$ cat src/include/rmsel_pkg.sv
// Constants, field layout and carrier types of the remappable input select bank.
// Behaviour
// - Selector code zero ties the peripheral input low to ground.
// - Selector code one feeds the peripheral input from comparator one.
// - Input-only selectors: code 124 routes remap input pin 124, the top choice.
// - Encoder B phase A and B selectors reach code 127, remap pin 127.
// - Unimplemented register bits read zero and ignore writes.
// - All selector fields clear at reset, so every input starts grounded.
// - Selector fields are read/write; a read returns the last written code.
// - Bits 14-8 of encoder1_home_index_sel choose encoder A home source.
// - Bits 6-0 of encoder1_home_index_sel choose encoder A index source.
// - Bits 14-8 of encoder2_phase_sel choose encoder B phase B source.
// - Bits 6-0 of encoder2_phase_sel choose encoder B phase A source.
// - Bits 14-8 of encoder2_home_index_sel choose encoder B home source.
// - Bits 6-0 of encoder2_home_index_sel choose encoder B index source.
// - Bits 6-0 of uart_one_receive_sel choose UART one receive source.
// - Bits 6-0 of uart_two_receive_sel choose UART two receive source.
// - Bits 14-8 of spi_two_clock_data_sel choose SPI two clock source.
// - Bits 6-0 of spi_two_clock_data_sel choose SPI two data-in source.
// - Bits 6-0 of spi_two_slave_select_sel choose SPI two select source.
// - Bits 14-8 of codec_clock_data_sel choose codec interface clock source.
// - Bits 6-0 of codec_clock_data_sel choose codec interface data-in source.
`default_nettype none
package rmsel_pkg;
    localparam int AXI_ADDR_W = 8;
    localparam int AXI_DATA_W = 32;
    localparam int SEL_W = 7;
    localparam int NUM_REGS = 8;
    localparam int IDX_W = 3;
    localparam int NUM_PINS = 128;
    localparam int IDX_LSB = 2;
    localparam int IDX_MSB = 4;
    localparam int LO_LSB = 0;
    localparam int HI_LSB = 8;
    localparam int STRB_LO = 0;
    localparam int STRB_HI = 1;
    localparam logic [AXI_ADDR_W-1:0] OFF_ENC1_HOME_INDEX = 8'h00;
    localparam logic [AXI_ADDR_W-1:0] OFF_ENC2_PHASE = 8'h04;
    localparam logic [AXI_ADDR_W-1:0] OFF_ENC2_HOME_INDEX = 8'h08;
    localparam logic [AXI_ADDR_W-1:0] OFF_UART_ONE_RX = 8'h0c;
    localparam logic [AXI_ADDR_W-1:0] OFF_UART_TWO_RX = 8'h10;
    localparam logic [AXI_ADDR_W-1:0] OFF_SPI_TWO_CLK_DATA = 8'h14;
    localparam logic [AXI_ADDR_W-1:0] OFF_SPI_TWO_SELECT = 8'h18;
    localparam logic [AXI_ADDR_W-1:0] OFF_CODEC_CLK_DATA = 8'h1c;
    localparam logic [AXI_ADDR_W-1:0] MAP_MASK = 8'he0;
    localparam logic [IDX_W-1:0] IX_ENC1_HI = 3'h0;
    localparam logic [IDX_W-1:0] IX_ENC2_PH = 3'h1;
    localparam logic [IDX_W-1:0] IX_ENC2_HI = 3'h2;
    localparam logic [IDX_W-1:0] IX_UART1 = 3'h3;
    localparam logic [IDX_W-1:0] IX_UART2 = 3'h4;
    localparam logic [IDX_W-1:0] IX_SPI_CD = 3'h5;
    localparam logic [IDX_W-1:0] IX_SPI_SS = 3'h6;
    localparam logic [IDX_W-1:0] IX_CODEC = 3'h7;
    localparam logic [NUM_REGS-1:0] HAS_HI = 8'ha7;
    localparam logic [NUM_REGS-1:0] WIDE_REGS = 8'h02;
    localparam logic [SEL_W-1:0] CODE_GROUND = 7'h00;
    localparam logic [SEL_W-1:0] CODE_CMP = 7'h01;
    localparam logic [SEL_W-1:0] CODE_MAX_INPUT = 7'h7c;
    localparam logic [SEL_W-1:0] CODE_MAX_BIDIR = 7'h7f;
    localparam logic [SEL_W-1:0] SEL_RESET = 7'h00;
    localparam logic [NUM_PINS-1:0] PIN_PRESENT = {4{32'hffffffff}};
    localparam logic [1:0] RESP_OKAY = 2'h0;
    localparam logic [1:0] RESP_SLVERR = 2'h2;

    typedef logic [SEL_W-1:0] rmsel_code_t;

    typedef struct packed {
        logic encoder_a_home;
        logic encoder_a_index;
        logic encoder_b_phase_a;
        logic encoder_b_phase_b;
        logic encoder_b_home;
        logic encoder_b_index;
        logic uart_one_rx;
        logic uart_two_rx;
        logic spi_two_clock;
        logic spi_two_data_in;
        logic spi_two_select;
        logic codec_clock;
        logic codec_data_in;
    } rmsel_periph_t;
endpackage
`default_nettype wire

$ cat src/rtl/rmsel_bank.sv
// Selector register bank on AXI4-Lite with registered input multiplexers.
//
// The implementer's own choices: the AXI4-Lite slave port and the register offsets.
`timescale 1ns/1ps
`default_nettype none
module rmsel_bank (
    // Clock and reset
    input wire logic aclk,
    input wire logic aresetn,
    // Write address channel
    input wire logic awvalid,
    output logic awready,
    input wire logic [rmsel_pkg::AXI_ADDR_W-1:0] awaddr,
    input wire logic [2:0] awprot,
    // Write data channel
    input wire logic wvalid,
    output logic wready,
    input wire logic [rmsel_pkg::AXI_DATA_W-1:0] wdata,
    input wire logic [3:0] wstrb,
    // Write response channel
    output logic bvalid,
    input wire logic bready,
    output logic [1:0] bresp,
    // Read address channel
    input wire logic arvalid,
    output logic arready,
    input wire logic [rmsel_pkg::AXI_ADDR_W-1:0] araddr,
    input wire logic [2:0] arprot,
    // Read data channel
    output logic rvalid,
    input wire logic rready,
    output logic [rmsel_pkg::AXI_DATA_W-1:0] rdata,
    output logic [1:0] rresp,
    // Signal sources
    input wire logic [rmsel_pkg::NUM_PINS-1:0] remap_pin,
    input wire logic comparator_one_output,
    // Routed peripheral inputs
    output rmsel_pkg::rmsel_periph_t periph
);
    import rmsel_pkg::*;

    // Selector storage, one low and one high field per register.
    rmsel_code_t lo_reg [NUM_REGS];
    rmsel_code_t lo_next [NUM_REGS];
    rmsel_code_t hi_reg [NUM_REGS];
    rmsel_code_t hi_next [NUM_REGS];

    // Bus state.
    logic aw_full_reg;
    logic aw_full_next;
    logic w_full_reg;
    logic w_full_next;
    logic [AXI_ADDR_W-1:0] aw_addr_reg;
    logic [AXI_ADDR_W-1:0] aw_addr_next;
    logic [AXI_DATA_W-1:0] w_data_reg;
    logic [AXI_DATA_W-1:0] w_data_next;
    logic [3:0] w_strb_reg;
    logic [3:0] w_strb_next;
    logic awready_reg;
    logic awready_next;
    logic wready_reg;
    logic wready_next;
    logic bvalid_reg;
    logic bvalid_next;
    logic [1:0] bresp_reg;
    logic [1:0] bresp_next;
    logic arready_reg;
    logic arready_next;
    logic rvalid_reg;
    logic rvalid_next;
    logic [AXI_DATA_W-1:0] rdata_reg;
    logic [AXI_DATA_W-1:0] rdata_next;
    logic [1:0] rresp_reg;
    logic [1:0] rresp_next;
    rmsel_periph_t periph_reg;
    rmsel_periph_t periph_next;

    logic do_write;
    logic [IDX_W-1:0] w_idx;

    // A register offset is mapped when no bit above the index is set.
    function automatic logic addr_mapped(input logic [AXI_ADDR_W-1:0] addr);
        return (addr & MAP_MASK) == OFF_ENC1_HOME_INDEX;
    endfunction

    function automatic logic [IDX_W-1:0] addr_index(input logic [AXI_ADDR_W-1:0] addr);
        return addr[IDX_MSB:IDX_LSB];
    endfunction

    // One source multiplexer. Codes above the selector's ceiling or
    // naming a pin the package lacks come out low rather than floating.
    function automatic logic route_src(
        input rmsel_code_t code,
        input rmsel_code_t max_code,
        input logic [NUM_PINS-1:0] pins,
        input logic cmp
    );
        logic v;
        v = 1'b0;
        if (code == CODE_GROUND)
        begin
            v = 1'b0;
        end
        else if (code == CODE_CMP)
        begin
            v = cmp;
        end
        else if (code <= max_code)
        begin
            v = pins[code] & PIN_PRESENT[code];
        end
        return v;
    endfunction

    // Unimplemented bits 31-15 and 7 read zero; the high field of a
    // single-field register reads zero as well.
    function automatic logic [AXI_DATA_W-1:0] read_word(
        input rmsel_code_t lo,
        input rmsel_code_t hi,
        input logic has_hi
    );
        logic [AXI_DATA_W-1:0] w;
        w = '0;
        w[LO_LSB +: SEL_W] = lo;
        if (has_hi)
        begin
            w[HI_LSB +: SEL_W] = hi;
        end
        return w;
    endfunction

    function automatic rmsel_code_t ceiling(input logic [IDX_W-1:0] idx);
        return WIDE_REGS[idx] ? CODE_MAX_BIDIR : CODE_MAX_INPUT;
    endfunction

    assign do_write = aw_full_reg && w_full_reg && !bvalid_reg;
    assign w_idx = addr_index(aw_addr_reg);

    // Write path: address and data are caught in either order, the
    // write lands once both are held and no response is pending.
    always_comb
    begin
        aw_full_next = aw_full_reg;
        w_full_next = w_full_reg;
        aw_addr_next = aw_addr_reg;
        w_data_next = w_data_reg;
        w_strb_next = w_strb_reg;
        bvalid_next = bvalid_reg;
        bresp_next = bresp_reg;
        for (int i = 0; i < NUM_REGS; i++)
        begin
            lo_next[i] = lo_reg[i];
            hi_next[i] = hi_reg[i];
        end
        if (awvalid && awready_reg)
        begin
            aw_full_next = 1'b1;
            aw_addr_next = awaddr;
        end
        if (wvalid && wready_reg)
        begin
            w_full_next = 1'b1;
            w_data_next = wdata;
            w_strb_next = wstrb;
        end
        if (do_write)
        begin
            aw_full_next = 1'b0;
            w_full_next = 1'b0;
            bvalid_next = 1'b1;
            bresp_next = RESP_SLVERR;
            if (addr_mapped(aw_addr_reg))
            begin
                bresp_next = RESP_OKAY;
                if (w_strb_reg[STRB_LO])
                begin
                    lo_next[w_idx] = w_data_reg[LO_LSB +: SEL_W];
                end
                if (w_strb_reg[STRB_HI] && HAS_HI[w_idx])
                begin
                    hi_next[w_idx] = w_data_reg[HI_LSB +: SEL_W];
                end
            end
        end
        else if (bvalid_reg && bready)
        begin
            bvalid_next = 1'b0;
        end
        awready_next = !aw_full_next && !bvalid_next;
        wready_next = !w_full_next && !bvalid_next;
    end

    always_ff @(posedge aclk)
    begin
        if (!aresetn)
        begin
            aw_full_reg <= 1'b0;
            w_full_reg <= 1'b0;
            aw_addr_reg <= '0;
            w_data_reg <= '0;
            w_strb_reg <= '0;
            bvalid_reg <= 1'b0;
            bresp_reg <= RESP_OKAY;
            awready_reg <= 1'b0;
            wready_reg <= 1'b0;
            for (int i = 0; i < NUM_REGS; i++)
            begin
                lo_reg[i] <= SEL_RESET;
                hi_reg[i] <= SEL_RESET;
            end
        end
        else
        begin
            aw_full_reg <= aw_full_next;
            w_full_reg <= w_full_next;
            aw_addr_reg <= aw_addr_next;
            w_data_reg <= w_data_next;
            w_strb_reg <= w_strb_next;
            bvalid_reg <= bvalid_next;
            bresp_reg <= bresp_next;
            awready_reg <= awready_next;
            wready_reg <= wready_next;
            for (int i = 0; i < NUM_REGS; i++)
            begin
                lo_reg[i] <= lo_next[i];
                hi_reg[i] <= hi_next[i];
            end
        end
    end

    // Read path: the word is captured on the address handshake, so a
    // write landing one cycle later does not disturb the answer.
    always_comb
    begin
        rvalid_next = rvalid_reg;
        rdata_next = rdata_reg;
        rresp_next = rresp_reg;
        if (arvalid && arready_reg)
        begin
            rvalid_next = 1'b1;
            rdata_next = '0;
            rresp_next = RESP_SLVERR;
            if (addr_mapped(araddr))
            begin
                rresp_next = RESP_OKAY;
                rdata_next = read_word(lo_reg[addr_index(araddr)],
                    hi_reg[addr_index(araddr)], HAS_HI[addr_index(araddr)]);
            end
        end
        else if (rvalid_reg && rready)
        begin
            rvalid_next = 1'b0;
        end
        arready_next = !rvalid_next;
    end

    always_ff @(posedge aclk)
    begin
        if (!aresetn)
        begin
            rvalid_reg <= 1'b0;
            rdata_reg <= '0;
            rresp_reg <= RESP_OKAY;
            arready_reg <= 1'b0;
        end
        else
        begin
            rvalid_reg <= rvalid_next;
            rdata_reg <= rdata_next;
            rresp_reg <= rresp_next;
            arready_reg <= arready_next;
        end
    end

    // Routing: every peripheral input is re-evaluated each cycle from the
    // current selector, registered once so the peripherals see clean levels.
    always_comb
    begin
        periph_next.encoder_a_home = route_src(hi_reg[IX_ENC1_HI],
            ceiling(IX_ENC1_HI), remap_pin, comparator_one_output);
        periph_next.encoder_a_index = route_src(lo_reg[IX_ENC1_HI],
            ceiling(IX_ENC1_HI), remap_pin, comparator_one_output);
        periph_next.encoder_b_phase_b = route_src(hi_reg[IX_ENC2_PH],
            ceiling(IX_ENC2_PH), remap_pin, comparator_one_output);
        periph_next.encoder_b_phase_a = route_src(lo_reg[IX_ENC2_PH],
            ceiling(IX_ENC2_PH), remap_pin, comparator_one_output);
        periph_next.encoder_b_home = route_src(hi_reg[IX_ENC2_HI],
            ceiling(IX_ENC2_HI), remap_pin, comparator_one_output);
        periph_next.encoder_b_index = route_src(lo_reg[IX_ENC2_HI],
            ceiling(IX_ENC2_HI), remap_pin, comparator_one_output);
        periph_next.uart_one_rx = route_src(lo_reg[IX_UART1],
            ceiling(IX_UART1), remap_pin, comparator_one_output);
        periph_next.uart_two_rx = route_src(lo_reg[IX_UART2],
            ceiling(IX_UART2), remap_pin, comparator_one_output);
        periph_next.spi_two_clock = route_src(hi_reg[IX_SPI_CD],
            ceiling(IX_SPI_CD), remap_pin, comparator_one_output);
        periph_next.spi_two_data_in = route_src(lo_reg[IX_SPI_CD],
            ceiling(IX_SPI_CD), remap_pin, comparator_one_output);
        periph_next.spi_two_select = route_src(lo_reg[IX_SPI_SS],
            ceiling(IX_SPI_SS), remap_pin, comparator_one_output);
        periph_next.codec_clock = route_src(hi_reg[IX_CODEC],
            ceiling(IX_CODEC), remap_pin, comparator_one_output);
        periph_next.codec_data_in = route_src(lo_reg[IX_CODEC],
            ceiling(IX_CODEC), remap_pin, comparator_one_output);
    end

    always_ff @(posedge aclk)
    begin
        if (!aresetn)
        begin
            periph_reg <= '0;
        end
        else
        begin
            periph_reg <= periph_next;
        end
    end

    assign awready = awready_reg;
    assign wready = wready_reg;
    assign bvalid = bvalid_reg;
    assign bresp = bresp_reg;
    assign arready = arready_reg;
    assign rvalid = rvalid_reg;
    assign rdata = rdata_reg;
    assign rresp = rresp_reg;
    assign periph = periph_reg;
endmodule
`default_nettype wire

$ cat config.mk
export PLATFORM = sky130hd
export DESIGN_NAME = rmsel_bank
export DESIGN_NICKNAME = d
export VERILOG_FILES = /design/src/include/rmsel_pkg.sv /design/src/rtl/rmsel_bank.sv
export SDC_FILE = /design/constraint.sdc
export NUM_CORES = 1
export LEC_CHECK = 0
export BUFFER_PORTS_ARGS = -buffer_cell sky130_fd_sc_hd__buf_2
export CAP_MARGIN = 20
export CORE_AREA = 4 4 212 214
export CTS_BUF_LIST = sky130_fd_sc_hd__clkbuf_16
export DETAILED_ROUTE_END_ITERATION = 10
export DIE_AREA = 0 0 216 218
export GPL_TIMING_DRIVEN = 0
export PLACE_DENSITY_LB_ADDON = 0.08
export SETUP_SLACK_MARGIN = 0.5
export SLEW_MARGIN = 30
export SYNTH_ARGS = -nofsm -noshare
export SYNTH_HDL_FRONTEND = slang
export SYNTH_SLANG_ARGS = --single-unit
$ cat constraint.sdc
create_clock -name aclk -period 5.7 [get_ports aclk]
set_clock_uncertainty 0.2 [all_clocks]
set_input_delay 0.57 -clock aclk [delete_from_list [all_inputs] [get_ports aclk]]
set_output_delay 0.57 -clock aclk [all_outputs]
set_load 0.02 [all_outputs]
Word level (Yosys, flattened, before mapping)
Memory sizes are Yosys's and may differ from the RTL's. A register that Yosys moved wholly into a read port is not among the register bits.
Index checks and enable logic that the tools add are counted.

storage, ports and cells
  register bits = 81
  RAM bits = 112
  ROM bits = 1680
  bits of input ports = 194
  logic and storage cells = 270
  memories = 17

operators by class
  order comparisons = 30
  equal/unequal tests = 13
  mux-type cells = 109
  bitwise operators = 31
  reductions and logical operators = 44

memories
  memory            depth  bits a word  rd ports  clocked after memory_dff  wr ports  RTL line           RTL
  (name not given)  128    1            1         0                         0         rmsel_bank.sv:110  v = pins[code] & PIN_PRESENT[code];
  (name not given)  128    1            1         0                         0         rmsel_bank.sv:110
  (name not given)  128    1            1         0                         0         rmsel_bank.sv:110
  (name not given)  128    1            1         0                         0         rmsel_bank.sv:110
  (name not given)  128    1            1         0                         0         rmsel_bank.sv:110
  (name not given)  128    1            1         0                         0         rmsel_bank.sv:110
  11 more memories  n/a    n/a          n/a       n/a                       n/a       n/a

operators by type and width
  kind                  number
  $mux W56              6
  $mux W7               18
  $bwmux W56            2
  $lt A7 B8 Y1 const B  13
  $bmux W1 S7           13
  $eq A7 B1 Y1 const B  13
  $le A7 B7 Y1 const B  13
  $logic_not A7 Y1      13
  $mux W1               64
  $reduce_or A2 Y1      13
  $demux W7 S3          1
  $logic_not A8 Y1      2
  $or A1 B1 Y1          16
  $mux W15              1
  $and A1 B1 Y1         13
  $logic_and A1 B1 Y1   11
  $lt A3 B4 Y1 const B  2
  $mux W3               2
  $logic_not A1 Y1      5
  $ge A4 B4 Y1 const B  1
  $lt A4 B1 Y1 const B  1
  $mux W2               2
  $not A3 Y4            1
  $not A1 Y1            1

Logic depth before layout (Yosys ltp)
  word-level depth = 10
  depth in mapped cells = 10
  gate-level depth less buffers = 7

Worst setup path before layout
No wires, ideal clock.

  kind = input to register
  start = input port araddr[2] in the netlist's numbering
  end = register rdata_reg[5], in the netlist rdata[5]
  library setup time = 0.115 ns
  arrival time = 2.213 ns
  path slack = 3.172 ns
  stages = 7
  path buffers = 3
  cells stage by stage = clkbuf_1 > buf_1 > clkbuf_1 > mux4_2 > mux2i_1 > o21ai_0 > and2_1

on the way
  longest elaborated chain between the ends = 2

RTL lines
  what                    RTL line           RTL
  start: declaration      rmsel_bank.sv:27   input wire logic [rmsel_pkg::AXI_ADDR_W-1:0] araddr,
  $mem_v2 Z8 W7           n/a
  $mux W15                rmsel_bank.sv:243  if (addr_mapped(araddr))
  end signal: assignment  rmsel_bank.sv:269  rdata_reg <= rdata_next;
  end: declaration        rmsel_bank.sv:71   logic [AXI_DATA_W-1:0] rdata_reg;

No other way between the ends.
A chain may end at the register's enable or synchronous reset.

==> summary.md <==
| Metric | Value |
|---|---|
| Vias in the first global route | `20,210` |
| CP cell instances | `clkbuf_1 > buf_2 > mux4_2 > mux4_2 > a211oi_1 > o221ai_1 > o311a_1` |
| CTS max path bufs | `2` |
| Overall Power | `3.126 mW` |
| Peak supply drop | `214.2 uV` |
| Routed wire length | `107,200 um` |
| First-pass GRT wire length | `149,500 um` |
| Post-CTS setup buffer count | `0` |
| Top FF cell, synth | `dfxtp_1` |
| Largest net degree at the start of global routing | `17` |
| P_leak | `7.359 nW` |
| Reg2Reg Launch Point | `lo_reg[5][3]` |
| Arr. time, crit path | `3.96 ns` |
| Fraction of registers with async set/reset | `0%` |
| Die H | `218 um` |
| Crit path kind | `reg2reg` |
| Family with the most delay on the worst path | `compound AO/OA/AOI/OAI gates` |
| Buf/Inv on CP | `2` |
| PD cells | `132.4 nW/um2` |
| Via Count | `21,020` |
| # IOs | `248` |
| Layout Nets | `2,311` |
| Placed Cells | `2,683` |
| Min Tclk post-route | `3.816 ns` |
| Count of pins over their slew limit | `0` |
| DRC | `0` |
| Mean post-synth cell area | `11.28 um2` |
| Worst-path clk slew | `0.08 ns` |
| Total track usage | `44.68%` |
| Max-cap violations | `0` |
| Core Util, Final | `55.08%` |
| Fraction of layout instances using a drive strength above 1 | `40.38%` |
| Die Wd | `216 um` |
| Slowest-stage cell, CP | `a211oi_1` |
| Reg2reg setup slack | `1.88 ns` |
| Worst path depth | `7` |
| CTS Buf Count | `17` |
| Period utilization | `66.94%` |
| Antenna violations before repair | `5` |
| DP HPWL | `81,840 um` |
| Distinct cells, synth | `51` |
| R2r worst-path depth | `7` |
| Initial Util | `49.54%` |
| Worst hold path type | `in2reg` |
| Final std cells w/o fill | `2,718` |
| # hold bufs at CTS | `0` |
| Clk Latency, worst-skew pair | `0.47 ns` |
| Worst path max stage delay | `0.77 ns` |
| Vias per inst | `7.734` |
| CTS sink cnt | `150` |
| Largest register FFs | `56` |
| GP Congestion | `1.073` |
| Cell area after synthesis | `21,250 um2` |
| Port-buffer cells | `194` |
| Clock tree from TritonCTS | `yes` |
| Root Driver | `clkbuf_16` |
| Area of the multi-input gates | `16,630 um2` |
| Setup crit start | `lo_reg[5][3]` |
| DR pass1 iterations | `6` |
| Measured slew at the worst slew-check pin | `1.110 ns` |
| Initial DRC count | `3,742` |
| Number of enable flip-flop cells after synthesis | `0` |
| Slew headroom | `25.97%` |
| Fill cells | `3,806` |
| Cell Rows | `76` |
| Post-CTS Resized | `0` |
| H-Tree Depth | `4` |
| Startpoint types | `register` |
| Peak Freq | `262.1 MHz` |
| FF-to-FF End | `periph[3]` |
| FF/Latch Area | `3003 um2` |
| Most numerous cell on the critical path | `mux4_2` |
| Final setup fails | `0` |
| Sequential-to-total area share from yosys stat | `14.13%` |
| RSZ-0062 raised after global routing | `no` |
| Yosys synthesis warning count | `0` |
| Core ar. | `42,890 um2` |
| Routed len/inst | `39.45 um` |
| Setup tns final | `0 ns` |
| Status | `finished clean` |
| Critical path endpoint category | `register` |
| Worst Path Required | `5.85 ns` |
| Mapped Cells | `1,884` |
| CP endpoint | `periph[3]` |
| Final Hold Fails | `0` |
| Crit Path Max Fanout | `10` |
| Hold Crit Start | `wdata[8]` |
| Yosys reg bits | `150` |
| P&R area growth vs syn | `11.16%` |
| Die area | `47,090 um2` |
| Total gr overflow | `0` |
| Final ANT Viol Nets | `0` |
[final cells by class]
type                            instances  share of cell area, %
Antenna cell                            3                0.03178
Timing Repair Buffer                  195                  4.142
Clock inverter                         15                 0.6516
Sequential cell                       150                  12.71
Buffer                                368                  6.992
Tap cell                              585                  3.099
Clock buffer                           17                  1.801
Inverter                                9                 0.1430
Multi-Input combinational cell       1376                  70.43
[how the worst min path moves through the flow]
stage               endpoint  slack, ns  cells after the start
4_1_cts        w_data_reg[0]       0.16                      3
6_report       w_data_reg[8]       0.17                      3
5_1_grt        w_data_reg[9]       0.18                      3
3_5_place_dp          wready       0.26                      1
3_3_place_gp          wready       0.26                      1
2_1_floorplan         wready       0.23                      1
[logic make-up (layout without fill, tap and decap cells)]
| family | Yosys count | in the layout | synth area share, % |
|---|---|---|---|
| other | 1 | 23 | 0.01765 |
| and+or+nand+nor | 433 | 433 | 10.59 |
| muxes | 688 | 688 | 60.21 |
| buffers and inverters | 377 | 604 | 7.914 |
| DFF | 150 | 150 | 14.13 |
| AOI/OAI and AO/OA | 235 | 235 | 7.131 |
[cells in the final DEF (no fill, tap or decap), types with 7 or more instances in the layout]
master     instances
o21ai_1           23
and2_1            17
buf_1             11
nand2b_1          11
clkbuf_1         229
nor3b_1           22
nor4_1            13
nor2b_1          115
nor2_1            49
o221ai_1           9
dfxtp_1          150
nand3_1           17
clkbuf_16         17
nand4_1           10
a21boi_0          25
buf_6              8
buf_2            287
inv_1             10
a2111oi_0          7
o311a_1            7
mux2_2            31
mux2i_1          188
nor3_1            16
a31oi_1           16
and3_1             7
o21ai_0           58
mux4_2           469
nand2_1          137
buf_4             25
conb_1            20
a22oi_1           10
a211oi_1          25
a21oi_1           31
[Yosys cell counts (12+ instances only)]
library cell | count | area share [%]
a31oi_1 | 16 | 0.47
a21boi_0 | 25 | 0.88
and2_1 | 17 | 0.50
o21ai_1 | 23 | 0.54
clkbuf_1 | 231 | 4.1
nor4_1 | 13 | 0.38
dfxtp_1 | 150 | 14
mux2_2 | 31 | 1.6
a21oi_1 | 31 | 0.73
a211oi_1 | 25 | 0.88
buf_1 | 12 | 0.21
mux4_2 | 469 | 50
nor3b_1 | 22 | 0.78
nor2b_1 | 115 | 3.4
buf_4 | 24 | 0.85
buf_2 | 93 | 2.2
nand2_1 | 137 | 2.4
nor2_1 | 49 | 0.87
o21ai_0 | 58 | 1.4
mux2i_1 | 188 | 8.9
nand3_1 | 17 | 0.40
nor3_1 | 16 | 0.38
[report_power, final]
part	internal [mW]	total (mW)	switching (mW)	leakage, nW
clock network	0.649	1.21	0.558	0.289
registers	1.06	1.07	0.00668	1.21
logic	0.346	0.853	0.507	5.86
total	2.06	3.13	1.07	7.36
[tightest hold or removal path, stage by stage]
cell	delay, ns
buf_2	0.10
nand2_1	0.04
a21boi_0	0.06
[stage by stage]
step                      hold WS, ns  setup slack [ns]  area (um2)
after floorplan                0.2317             3.172       21320
after global placement         0.2591             2.278       23020
after detailed placement       0.2578             2.239       23030
after CTS                      0.1611             2.213       23610
after global routing           0.1848             1.908       23610
final                          0.1706             1.884       23620
[routing by layer]
layer / GRT usage, % / wire length, um
met5: 0 / 0
met4: 25.71 / 8369
met2: 63.50 / 43820
met1: 56.82 / 36570
met3: 19.81 / 18460
(Power assumes the default switching activity.)
